==> src/verilog/ctsm_pkg.sv <==
// Shared constants for the critical-temperature status and mask block
package ctsm_pkg;

    // Channel count and bit positions within every status and mask register
    localparam int NUM_CH = 5;
    localparam int STAT_W = 5;
    localparam int CH_LOCAL = 0;
    localparam int CH_REM1 = 1;
    localparam int CH_REM2 = 2;
    localparam int CH_REM3 = 3;
    localparam int CH_REM4 = 4;

    // Data widths of the command port and of readings and limits
    localparam int DATA_W = 8;
    localparam int TEMP_W = 8;

    // Command bytes
    localparam logic [7:0] CMD_STAT_A = 8'h08;
    localparam logic [7:0] CMD_STAT_B = 8'h09;
    localparam logic [7:0] CMD_STAT_C = 8'h0A;
    localparam logic [7:0] CMD_MASK_A = 8'h0C;

    // Reset values
    localparam logic [STAT_W-1:0] MASK_A_RST = 5'h19;
    localparam logic [STAT_W-1:0] STAT_RST = 5'h00;
    localparam logic [DATA_W-1:0] RDATA_RST = 8'h00;

    // Reserved upper bits of every register in this block
    localparam logic [2:0] RSVD_ZERO = 3'h0;

endpackage : ctsm_pkg

==> src/verilog/ctsm_hyst.sv <==
// One channel's critical comparator with shared hysteresis
`timescale 1ns/100ps
module ctsm_hyst #(
    parameter int TEMP_W = 8
) (
    input wire logic clk,
    input wire logic rst_n,
    input wire logic upd,
    input wire logic [TEMP_W-1:0] temp,
    input wire logic [TEMP_W-1:0] limit,
    input wire logic [TEMP_W-1:0] hyst,
    output logic flag
);
    import ctsm_pkg::*;

    logic flag_q;
    logic flag_d;
    logic hot;
    logic cool;

    // Compare on one extra bit so limit minus hysteresis never wraps
    always_comb
    begin
        hot = (temp >= limit);
        cool = (({1'b0, temp} + {1'b0, hyst}) < {1'b0, limit});
        flag_d = flag_q;
        if (upd)
        begin
            if (hot)
                flag_d = 1'b1;
            else if (cool)
                flag_d = 1'b0;
        end
    end

    // Status flag register; only a finished conversion may move it
    always_ff @(posedge clk or negedge rst_n)
    begin
        if (!rst_n)
            flag_q <= 1'b0;
        else
            flag_q <= flag_d;
    end

    assign flag = flag_q;
endmodule : ctsm_hyst

==> src/verilog/ctsm_top.sv <==
// Critical-temperature status registers, first-output mask and alarm pins
//
// What this block does
// - Second critical status register, command 0x09, bits 4..0 remote4..remote1, local.
// - Third critical status register, command 0x0A, same channel layout.
// - Bits 7 to 5 of these registers always read zero.
// - Status bit sets when reading is at or above the channel critical limit.
// - Bit clears below limit minus common hysteresis, otherwise holds.
// - Second and third status use secondary limits for remotes 1 and 2.
// - Critical output asserts while any unmasked status bit is set.
// - Critical output deasserts once all its status bits are clear.
// - First-output mask register, command 0x0C, read/write, resets to 0x19.
// - Mask bit one blocks the channel from the first output, zero passes it.
// - First-output mask for remotes 1 and 2 gates primary-limit events.
// - First output driven from status register 0x08 using primary limits.
// - Secondary remote 1 and 2 limits come from input ports lim_sec_rem1, lim_sec_rem2.
// - Summary flags show whether second and third status registers have bits set.
`timescale 1ns/100ps
module ctsm_top #(
    parameter int TEMP_W = ctsm_pkg::TEMP_W
) (
    input wire logic clk,
    input wire logic rst_n,
    input wire logic [ctsm_pkg::NUM_CH-1:0] conv_done,
    input wire logic [ctsm_pkg::NUM_CH-1:0][TEMP_W-1:0] temp_ch,
    input wire logic [ctsm_pkg::NUM_CH-1:0][TEMP_W-1:0] lim_pri,
    input wire logic [TEMP_W-1:0] lim_sec_rem1,
    input wire logic [TEMP_W-1:0] lim_sec_rem2,
    input wire logic [TEMP_W-1:0] hyst,
    input wire logic [ctsm_pkg::STAT_W-1:0] mask_b,
    input wire logic [ctsm_pkg::STAT_W-1:0] mask_c,
    input wire logic [7:0] cmd_addr,
    input wire logic cmd_wr,
    input wire logic cmd_rd,
    input wire logic [ctsm_pkg::DATA_W-1:0] cmd_wdata,
    output logic [ctsm_pkg::DATA_W-1:0] cmd_rdata,
    output logic cmd_rvalid,
    output logic crit_alarm_out_a_n,
    output logic crit_alarm_out_b_n,
    output logic crit_alarm_out_c_n,
    output logic summary_flag_b,
    output logic summary_flag_c
);
    import ctsm_pkg::*;

    // Per-level status vectors, one bit per channel
    logic [STAT_W-1:0] stat_a;
    logic [STAT_W-1:0] stat_b;
    logic [STAT_W-1:0] stat_c;

    // Register state
    logic [STAT_W-1:0] mask_a_q;
    logic [STAT_W-1:0] mask_a_d;
    logic [DATA_W-1:0] rdata_q;
    logic [DATA_W-1:0] rdata_d;
    logic rvalid_q;
    logic rvalid_d;

    // Pin and summary state
    logic alarm_a_n_q;
    logic alarm_a_n_d;
    logic alarm_b_n_q;
    logic alarm_b_n_d;
    logic alarm_c_n_q;
    logic alarm_c_n_d;
    logic sum_b_q;
    logic sum_b_d;
    logic sum_c_q;
    logic sum_c_d;

    // Named views of the first-output mask fields
    logic local_block;
    logic rem1_block_a;
    logic rem2_block_a;
    logic rem3_block;
    logic rem4_block;

    // Named views of the second and third status fields
    logic local_over_b;
    logic rem1_over_b;
    logic rem2_over_b;
    logic rem3_over_b;
    logic rem4_over_b;
    logic local_over_c;
    logic rem1_over_c;
    logic rem2_over_c;
    logic rem3_over_c;
    logic rem4_over_c;

    // Three comparators per channel; b and c share limits but keep separate
    // flags so a future per-level limit needs no restructuring
    for (genvar ch = 0; ch < NUM_CH; ch++)
    begin : g_ch
        logic [TEMP_W-1:0] lim_bc;

        // Remotes 1 and 2 switch to their secondary limits for levels b and c
        if (ch == CH_REM1)
        begin : g_sec1
            assign lim_bc = lim_sec_rem1;
        end
        else if (ch == CH_REM2)
        begin : g_sec2
            assign lim_bc = lim_sec_rem2;
        end
        else
        begin : g_pri
            assign lim_bc = lim_pri[ch];
        end

        // Level a always compares against the primary limit
        ctsm_hyst #(
            .TEMP_W(TEMP_W)
        ) u_hyst_a (
            .clk(clk),
            .rst_n(rst_n),
            .upd(conv_done[ch]),
            .temp(temp_ch[ch]),
            .limit(lim_pri[ch]),
            .hyst(hyst),
            .flag(stat_a[ch])
        );

        ctsm_hyst #(
            .TEMP_W(TEMP_W)
        ) u_hyst_b (
            .clk(clk),
            .rst_n(rst_n),
            .upd(conv_done[ch]),
            .temp(temp_ch[ch]),
            .limit(lim_bc),
            .hyst(hyst),
            .flag(stat_b[ch])
        );

        ctsm_hyst #(
            .TEMP_W(TEMP_W)
        ) u_hyst_c (
            .clk(clk),
            .rst_n(rst_n),
            .upd(conv_done[ch]),
            .temp(temp_ch[ch]),
            .limit(lim_bc),
            .hyst(hyst),
            .flag(stat_c[ch])
        );
    end

    // Field names over the vectors
    assign local_block = mask_a_q[CH_LOCAL];
    assign rem1_block_a = mask_a_q[CH_REM1];
    assign rem2_block_a = mask_a_q[CH_REM2];
    assign rem3_block = mask_a_q[CH_REM3];
    assign rem4_block = mask_a_q[CH_REM4];
    assign local_over_b = stat_b[CH_LOCAL];
    assign rem1_over_b = stat_b[CH_REM1];
    assign rem2_over_b = stat_b[CH_REM2];
    assign rem3_over_b = stat_b[CH_REM3];
    assign rem4_over_b = stat_b[CH_REM4];
    assign local_over_c = stat_c[CH_LOCAL];
    assign rem1_over_c = stat_c[CH_REM1];
    assign rem2_over_c = stat_c[CH_REM2];
    assign rem3_over_c = stat_c[CH_REM3];
    assign rem4_over_c = stat_c[CH_REM4];

    // Command port: mask write, register read with reserved bits zeroed
    always_comb
    begin
        mask_a_d = mask_a_q;
        rdata_d = rdata_q;
        rvalid_d = 1'b0;
        if (cmd_wr && (cmd_addr == CMD_MASK_A))
            mask_a_d = cmd_wdata[STAT_W-1:0];
        if (cmd_rd)
        begin
            rvalid_d = 1'b1;
            case (cmd_addr)
                CMD_STAT_A: rdata_d = {RSVD_ZERO, stat_a};
                CMD_STAT_B: rdata_d = {RSVD_ZERO, rem4_over_b, rem3_over_b, rem2_over_b,
                                       rem1_over_b, local_over_b};
                CMD_STAT_C: rdata_d = {RSVD_ZERO, rem4_over_c, rem3_over_c, rem2_over_c,
                                       rem1_over_c, local_over_c};
                CMD_MASK_A: rdata_d = {RSVD_ZERO, rem4_block, rem3_block, rem2_block_a,
                                       rem1_block_a, local_block};
                default: rdata_d = RDATA_RST; // Unmapped here reads zero
            endcase
        end
    end

    // Command port registers
    always_ff @(posedge clk or negedge rst_n)
    begin
        if (!rst_n)
        begin
            mask_a_q <= MASK_A_RST;
            rdata_q <= RDATA_RST;
            rvalid_q <= 1'b0;
        end
        else
        begin
            mask_a_q <= mask_a_d;
            rdata_q <= rdata_d;
            rvalid_q <= rvalid_d;
        end
    end

    // Alarm levels; a masked bit still shows in status but never pulls the pin
    always_comb
    begin
        alarm_a_n_d = ~(|(stat_a & ~mask_a_q));
        alarm_b_n_d = ~(|(stat_b & ~mask_b));
        alarm_c_n_d = ~(|(stat_c & ~mask_c));
        sum_b_d = |stat_b;
        sum_c_d = |stat_c;
    end

    // Pins idle high through reset so no false alarm at power-on
    always_ff @(posedge clk or negedge rst_n)
    begin
        if (!rst_n)
        begin
            alarm_a_n_q <= 1'b1;
            alarm_b_n_q <= 1'b1;
            alarm_c_n_q <= 1'b1;
            sum_b_q <= 1'b0;
            sum_c_q <= 1'b0;
        end
        else
        begin
            alarm_a_n_q <= alarm_a_n_d;
            alarm_b_n_q <= alarm_b_n_d;
            alarm_c_n_q <= alarm_c_n_d;
            sum_b_q <= sum_b_d;
            sum_c_q <= sum_c_d;
        end
    end

    assign cmd_rdata = rdata_q;
    assign cmd_rvalid = rvalid_q;
    assign crit_alarm_out_a_n = alarm_a_n_q;
    assign crit_alarm_out_b_n = alarm_b_n_q;
    assign crit_alarm_out_c_n = alarm_c_n_q;
    assign summary_flag_b = sum_b_q;
    assign summary_flag_c = sum_c_q;
endmodule : ctsm_top
==> config.mk <==
export PLATFORM = sky130hd
export DESIGN_NAME = ctsm_top
export DESIGN_NICKNAME = d
export VERILOG_FILES = /design/src/verilog/ctsm_pkg.sv /design/src/verilog/ctsm_hyst.sv /design/src/verilog/ctsm_top.sv
export SDC_FILE = /design/constraint.sdc
export NUM_CORES = 1
export LEC_CHECK = 0
export ABC_CLOCK_PERIOD_IN_PS = 2900
export BUFFER_PORTS_ARGS = -buffer_cell sky130_fd_sc_hd__buf_4
export CORE_MARGIN = 2
export CORE_UTILIZATION = 40
export DETAILED_ROUTE_END_ITERATION = 16
export GPL_TIMING_DRIVEN = 0
export HOLD_SLACK_MARGIN = 0.06
export PLACE_DENSITY = 0.72
export RECOVER_POWER = 25
export SLEW_MARGIN = 25
export SYNTH_ARGS = -nofsm -noshare
export SYNTH_HDL_FRONTEND = slang
export SYNTH_SLANG_ARGS = --single-unit
==> constraint.sdc <==
create_clock -name clk -period 2.9 [get_ports clk]
set_clock_uncertainty 0.2 [all_clocks]
set_input_delay 0.145 -clock clk [delete_from_list [all_inputs] [get_ports clk]]
set_output_delay 0.145 -clock clk [all_outputs]
set_load 0.005 [all_outputs]
==> metrics, run 1 <==
outcome complete, no violations; worst IR drop on VDD ~0.28 mV; residual DRC count 0; fin. max-slew vios 0; Root Driver sky130_fd_sc_hd__clkbuf_16; hold path depth 4; number of library cell types mapped by synthesis just over 40; Avg Vias per Cell ~5.3; post-DP HPWL approximately 11000 um; gate count of the mapped netlist 581; maximum number of buffers from clock root to sink 2; leakage power 0.00341 uW; number of optimization iterations in the first detailed-route pass 6; via count of the first global-routing pass 4777; Critical Path AT 2.66 ns; fraction of synthesized cell area taken by the top area cell type 37.9%; antenna violations before repair 0; pre-CTS setup slack -0.263 ns; starting utilization of the core area 41.4%; worst reg2reg endpoint crit_alarm_out_b_n$_DFF_PN1_; average cell area after synthesis 8.25 um^2; sequential fraction of the synthesis area 11.6%; Num Clock Sinks 22; TritonCTS clock tree done; final setup slack of the worst path 0.168 ns; max capacitance violation total 0; flip-flop and latch count after synthesis 22; Post-Route WL 13000 um; count of input and output buffers 146; Worst Hold Launch cmd_addr[2]; minimum hold slack 0.0763 ns; routed via count approximately 4.7k; unrepaired setup endpoints after global routing true; launching point of the worst reg2reg path g_ch[0].u_hyst_c.flag$_DFFE_PN0P_; count of final hold-check violations 0; final worst path period need around 2.7 ns; Netlist Area Pre-Place ~4800 um^2; Yosys top cell by area sky130_fd_sc_hd__ha_1; Pwr Density about 320 nW/um^2; CTS H-Tree Depth 1; synthesis-to-finish area growth 32.6%; violation count after the first detailed-route iteration 187; Post-synth ARST share between 90% and 100%; Antenna diodes 0; endpoint of the worst hold path cmd_rdata[1]$_DFFE_PN0P_; clock latency reported for the late side of the worst-skew pair 0.25 ns; number of buffers added for setup after CTS 0; num ports roughly 150; required time worst endpoint around 2.8 ns; element type at the critical path end flop; dominant cells by area after synthesis sky130_fd_sc_hd__ha_1, sky130_fd_sc_hd__dfrtp_1, sky130_fd_sc_hd__inv_1; slew margin rel. 18.4%; Reg clk slew, reported paths about 0.06 ns; Primary FF master, synth sky130_fd_sc_hd__dfrtp_1; final sum of negative setup slack 0 ns; routed wl met3 about 490 um; maximum fanout along the worst path 6; Final Net Count 1038; met2 WL about 6600 um; top metal layer carrying routed signals met4; peak clock frequency supported by timing 366 MHz; number of buffers added by the clock tree synthesis step 3; GP Congestion 0.928; length of routed wiring on met1 5740 um; portion of the clock cycle consumed by the worst path in the final layout a little over nine tenths; Finished Core Util 54.9%; floorplan core area 11600 um^2; ANT nets after route 0; total of endpoints with negative setup slack in the final report 0; number of warnings reported in the yosys synthesis log 0; total track usage 20.0%; wire length of the first global-routing pass 21500 um; overflow left after global routing 0; DIE AREA about 13000 um^2; slew at the pin closest to its max-slew limit 1.22 ns; startpoint types primary input; class of the most critical setup path in2reg; EDFF count, synth 0; worst min-delay path class in2reg; pin count of the biggest net entering global routing 23; total chip power roughly 2000 uW; average detailed-routed wire length per instance between 10 and 15 um; fraction of layout instances using a drive strength above 1 roughly a quarter; number of cell rows 39; x dimension of the die 113 um; setup slack on the worst flop-to-flop path around 1.2 ns; source of the critical timing path hyst[1]; Die Y 113 um; count of cells along the worst register-to-register path 4
Yosys cell counts, types with 2 or more instances:
| master | number |
|---|---|
| sky130_fd_sc_hd__o41ai_1 | 4 |
| sky130_fd_sc_hd__nand3b_1 | 2 |
| sky130_fd_sc_hd__o21a_1 | 6 |
| sky130_fd_sc_hd__dfstp_2 | 6 |
| sky130_fd_sc_hd__a211oi_1 | 12 |
| sky130_fd_sc_hd__o211ai_1 | 5 |
| sky130_fd_sc_hd__nor2b_1 | 11 |
| sky130_fd_sc_hd__nand3_1 | 10 |
| sky130_fd_sc_hd__nor2_1 | 30 |
| sky130_fd_sc_hd__a21oi_1 | 44 |
| sky130_fd_sc_hd__a22oi_1 | 5 |
| sky130_fd_sc_hd__fa_1 | 5 |
| sky130_fd_sc_hd__nor4_1 | 3 |
| sky130_fd_sc_hd__inv_1 | 82 |
| sky130_fd_sc_hd__xnor2_1 | 23 |
| sky130_fd_sc_hd__o21ai_0 | 36 |
| sky130_fd_sc_hd__a31oi_1 | 4 |
| sky130_fd_sc_hd__nand2_1 | 32 |
| sky130_fd_sc_hd__buf_4 | 4 |
| sky130_fd_sc_hd__a2111oi_0 | 2 |
| sky130_fd_sc_hd__xor2_1 | 6 |
| sky130_fd_sc_hd__dfrtp_1 | 16 |
| sky130_fd_sc_hd__mux2_2 | 5 |
| sky130_fd_sc_hd__ha_1 | 145 |
| sky130_fd_sc_hd__o2111ai_1 | 9 |
| sky130_fd_sc_hd__a21o_1 | 22 |
| sky130_fd_sc_hd__nand2b_1 | 20 |
| sky130_fd_sc_hd__a221o_1 | 2 |
| sky130_fd_sc_hd__o22ai_1 | 6 |
| sky130_fd_sc_hd__o31a_1 | 2 |
| sky130_fd_sc_hd__a211o_1 | 3 |
| sky130_fd_sc_hd__and3_1 | 2 |
| sky130_fd_sc_hd__nor3_1 | 9 |
cells by family (layout without fill, tap and decap cells):
group	Yosys count	count (layout)	share of synthesized area, %
compound gates	166	166	22.5
xor+xnor	29	29	5.30
fa+ha+maj	150	150	39.9
buf+inv	87	252	7.13
flops	22	22	11.6
mux	5	5	1.17
other cells	1	3	0.0783
simple gates	121	121	12.2
power breakdown:
group / switching [uW] / leakage [uW] / total [uW] / internal (uW)
sequential: 86.6 / 0.000254 / 460 / 373
clock: 117 / 0.0000511 / 391 / 274
combinational: 577 / 0.00311 / 1180 / 605
total: 780 / 0.00341 / 2030 / 1250
metal layers:
layer,GRT usage [%],up-vias
li1,-,2439
met1,24.8,2141
met2,38.2,118
met3,1.86,12
met4,3.17,0
met5,0,-
sequential cells by signal (all words and copies together) (netlist names):
register	count
g_ch.u_hyst_c.flag	3
crit_alarm_out_a_n	1
mask_a_q	5
crit_alarm_out_b_n	1
g_ch.u_hyst_b.flag	1
summary_flag_c	1
crit_alarm_out_c_n	1
cmd_rvalid	1
g_ch.u_hyst_a.flag	3
cmd_rdata	5
placed cells by master (no fill, tap or decap), types with 3 or more instances in the layout:
cell type	count
sky130_fd_sc_hd__o211ai_1	5
sky130_fd_sc_hd__a211oi_1	11
sky130_fd_sc_hd__o21ai_0	34
sky130_fd_sc_hd__inv_1	82
sky130_fd_sc_hd__nor3_1	9
sky130_fd_sc_hd__o2111ai_1	9
sky130_fd_sc_hd__nand3_1	10
sky130_fd_sc_hd__nand2_1	32
sky130_fd_sc_hd__nor2_1	30
sky130_fd_sc_hd__ha_1	145
sky130_fd_sc_hd__a22oi_1	5
sky130_fd_sc_hd__dfstp_2	6
sky130_fd_sc_hd__dlygate4sd3_1	15
sky130_fd_sc_hd__mux2_2	5
sky130_fd_sc_hd__a21o_1	22
sky130_fd_sc_hd__clkbuf_16	3
sky130_fd_sc_hd__nor4_1	3
sky130_fd_sc_hd__a211o_1	3
sky130_fd_sc_hd__a21oi_1	43
sky130_fd_sc_hd__xor2_1	6
sky130_fd_sc_hd__nand2b_1	20
sky130_fd_sc_hd__xnor2_1	23
sky130_fd_sc_hd__o21a_1	6
sky130_fd_sc_hd__nor2b_1	11
sky130_fd_sc_hd__o41ai_1	3
sky130_fd_sc_hd__dfrtp_1	16
sky130_fd_sc_hd__conb_1	3
sky130_fd_sc_hd__buf_4	149
sky130_fd_sc_hd__a31oi_1	4
sky130_fd_sc_hd__o22ai_1	6
sky130_fd_sc_hd__fa_1	5
layout make-up:
cell class,instances,area (um^2)
multi-input cells,474,3930
clock inverters,1,30.0
repair buffers,161,1240
well taps,143,179
clock buffers,3,75.1
inverters,82,308
flip-flops and latches,22,558
fillers,1058,5210
plain buffers,5,33.8
through the flow:
step,area (um^2),cells
2_1_floorplan,4800,583
6_report,6350,891
3_3_place_gp,6070,872
5_1_grt,6350,891
4_1_cts,6340,891
3_5_place_dp,6070,872
what timing repair did:
action,CTS,global route
setup endpoints to repair,1,2
hold endpoints to repair,35,0
pin swaps,0,2
hold buffers,15,0
resized for setup,1,7
worst max path at each step:
stage                                                   end  slack [ns]  depth (start not counted)
after floorplan           g_ch[0].u_hyst_c.flag$_DFFE_PN0P_        0.16                         12
after global placement    g_ch[0].u_hyst_c.flag$_DFFE_PN0P_       -0.24                         13
after detailed placement  g_ch[0].u_hyst_c.flag$_DFFE_PN0P_       -0.26                         13
after CTS                 g_ch[0].u_hyst_c.flag$_DFFE_PN0P_         0.1                         13
after global routing      g_ch[0].u_hyst_c.flag$_DFFE_PN0P_       -0.03                         13
final                     g_ch[0].u_hyst_c.flag$_DFFE_PN0P_        0.17                         13
critical path: stages:
cell                       delay [ns]
sky130_fd_sc_hd__buf_4           0.15
sky130_fd_sc_hd__ha_1            0.27
sky130_fd_sc_hd__a21o_1          0.19
sky130_fd_sc_hd__a21oi_2         0.18
sky130_fd_sc_hd__o21ai_2         0.10
sky130_fd_sc_hd__o41ai_2         0.35
sky130_fd_sc_hd__xnor2_1         0.11
sky130_fd_sc_hd__ha_1            0.18
sky130_fd_sc_hd__or3b_2          0.49
sky130_fd_sc_hd__a211oi_2        0.20
sky130_fd_sc_hd__o21ai_1         0.09
sky130_fd_sc_hd__o211ai_1        0.10
sky130_fd_sc_hd__o211ai_1        0.11
Note: power is estimated with default switching activity, not from simulation.
==> run 2, diff against run 1 <==
Settings changed: REMOVE_ABC_BUFFERS set to 1.
==> run 2 against run 1 <==
Against the previous run:
- total power shrank 0.29%
- clock power about the same
- combinational power about the same
- worst setup slack gained 0.0021 ns
- critical path depth stayed put
- hold slack worse by 0.018 ns
- via count increased by 0.11%
- highest routed layer unchanged
==> metrics, run 2 (synthesis gave the netlist of run 1 again) <==
final sum of negative setup slack 0 ns (unchanged); count of cells along the worst register-to-register path 4 (unchanged); minimum hold slack 0.0584 ns (-0.0179 ns); required time worst endpoint 2.83 ns (about the same); final-layout fill cell count 1081 (+2.2%); element type at the critical path end flop; leakage power 0.00342 uW (+0.21%); worst min-delay path class in2reg; area taken by flip-flops and latches 558 um^2 (unchanged); via count of the first global-routing pass 4806 (+0.61%); post-detailed-placement cell area 6040 um^2 (-0.56%); Worst Hold Launch cmd_addr[2]; Avg Vias per Cell 5.30 (+0.22%); DIE AREA 12900 um^2 (unchanged); pin count of the biggest net entering global routing 23 (unchanged); GP Congestion 0.867 (-6.6%); fin. max-slew vios 0 (unchanged); setup slack on the worst flop-to-flop path 1.17 ns (about the same); total track usage 19.5% (-0.49 points); Antenna diodes 0 (unchanged); Finished Layout Cells 890 (-0.11%); violation count after the first detailed-route iteration 145 (-22%); floorplan core area 11600 um^2 (unchanged); placed insts 867 (-0.57%); count of input and output buffers 146 (unchanged); fraction of layout instances using a drive strength above 1 23.8% (+0.57 points); most common library cell in the layout ignoring fill and taps sky130_fd_sc_hd__buf_4; total chip power 2030 uW (-0.29%); worst IR drop on VDD 0.277 mV (-1.4%); Critical Path AT 2.66 ns (about the same); final worst path period need 2.73 ns (-0.00208 ns); number of optimization iterations in the first detailed-route pass 6 (unchanged); average detailed-routed wire length per instance 14.3 um (-2.1%); number of cell rows 39 (unchanged); starting utilization of the core area 41.4% (unchanged); class of the most critical setup path in2reg; num ports 153 (unchanged); number of buffers added by the clock tree synthesis step 3 (unchanged); maximum fanout along the worst path 6 (unchanged); x dimension of the die 113 um (unchanged); Reg clk slew, reported paths 0.06 ns (about the same); maximum number of buffers from clock root to sink 2 (unchanged); Post-Route WL 12700 um (-2.2%); launching point of the worst reg2reg path g_ch[0].u_hyst_c.flag$_DFFE_PN0P_; total of endpoints with negative setup slack in the final report 0 (unchanged); residual DRC count 0 (unchanged); Die Y 113 um (unchanged); peak clock frequency supported by timing 366 MHz (about the same); Num Clock Sinks 22 (unchanged); TritonCTS clock tree done; outcome complete, no violations; overflow left after global routing 0 (unchanged); hold path depth 4 (unchanged); post-DP HPWL 11100 um (-0.96%); slew margin rel. 17.5% (-0.90 points); endpoint of the worst hold path cmd_rdata[1]$_DFFE_PN0P_; clock latency reported for the late side of the worst-skew pair 0.25 ns (about the same); worst reg2reg endpoint crit_alarm_out_c_n$_DFF_PN1_; ANT nets after route 0 (unchanged); portion of the clock cycle consumed by the worst path in the final layout 94.1% (about the same); highest-count cells in the layout ignoring fill and taps sky130_fd_sc_hd__buf_4, sky130_fd_sc_hd__ha_1, sky130_fd_sc_hd__inv_1; slew at the pin closest to its max-slew limit 1.24 ns (+0.0134 ns); post-route standard cell area excluding fillers 6380 um^2 (+0.45%); Root Driver sky130_fd_sc_hd__clkbuf_16; Pwr Density 318 nW/um^2 (-0.74%); area of combinational cells with multiple inputs 3940 um^2 (+0.41%); count of final hold-check violations 0 (unchanged); max capacitance violation total 0 (unchanged); startpoint types primary input; routed via count 4715 (+0.11%); CTS H-Tree Depth 1 (unchanged); synthesis-to-finish area growth 33.2%; antenna violations before repair 0 (unchanged); Final Net Count 1037 (-0.096%); wire length of the first global-routing pass 20800 um (-3.0%)
## run 2: per-stage QoR
step	setup WS (ns)	util (%)
after CTS	0.0415	54.5
after global routing	-0.0211	55.2
after global placement	-0.260	52.2
final	0.170	55.2
after floorplan	0.155	-
after detailed placement	-0.293	52.2
## run 2: worst max-delay path by stage
stage,startpoint,to,slack [ns],cells past startpoint
after floorplan,temp_ch[1],g_ch[0].u_hyst_c.flag$_DFFE_PN0P_,0.16,12
after global placement,hyst[1],g_ch[0].u_hyst_c.flag$_DFFE_PN0P_,-0.26,13
after detailed placement,hyst[1],g_ch[0].u_hyst_c.flag$_DFFE_PN0P_,-0.29,13
final,hyst[1],g_ch[0].u_hyst_c.flag$_DFFE_PN0P_,0.17,13
after global routing,hyst[1],g_ch[3].u_hyst_c.flag$_DFFE_PN0P_,-0.02,14
after CTS,hyst[1],g_ch[0].u_hyst_c.flag$_DFFE_PN0P_,0.04,13
## run 2: repair_timing
action                                 in CTS  in global routing
hold buffers                               15                  0
pin swaps                                   0                  5
endpoints found under the hold margin      40                  0
setup endpoints to repair                   1                  3
gates resized for setup                     1                 12
setup buffers                               0                  4
## run 2: layout make-up
| class | count | area share (%) |
|---|---|---|
| multi-input combinational | 474 | 61.8 |
| timing repair buffer | 165 | 20.1 |
| sequential | 22 | 8.75 |
| inverter | 82 | 4.88 |
| tap | 143 | 2.80 |
| clock buffer | 3 | 1.18 |
| clock inverter | 1 | 0.471 |
## run 2: power by group
part,internal [uW],switching [uW],total [uW]
Sequential,373,82.8,456
Combinational,608,572,1180
Clock,274,117,391
## run 2: worst max-delay path: stages
cell                       delay (ns)
sky130_fd_sc_hd__buf_4           0.16
sky130_fd_sc_hd__ha_1            0.28
sky130_fd_sc_hd__a21o_1          0.19
sky130_fd_sc_hd__a21oi_2         0.16
sky130_fd_sc_hd__o21ai_2         0.09
sky130_fd_sc_hd__o41ai_2         0.41
sky130_fd_sc_hd__xnor2_1         0.13
sky130_fd_sc_hd__ha_1            0.19
sky130_fd_sc_hd__or3b_4          0.40
sky130_fd_sc_hd__a211oi_2        0.20
sky130_fd_sc_hd__o21ai_1         0.09
sky130_fd_sc_hd__o211ai_1        0.10
sky130_fd_sc_hd__o211ai_1        0.12
## run 2: per-layer routing
layer | track usage [%] | wire length (um) | vias to the layer above
met1 | 23.5 | 5750 | 2169
met2 | 38.0 | 6300 | 109
li1 | - | - | 2424
met3 | 1.43 | 467 | 13
met4 | 3.90 | 201 | 0
met5 | 0 | 0 | -
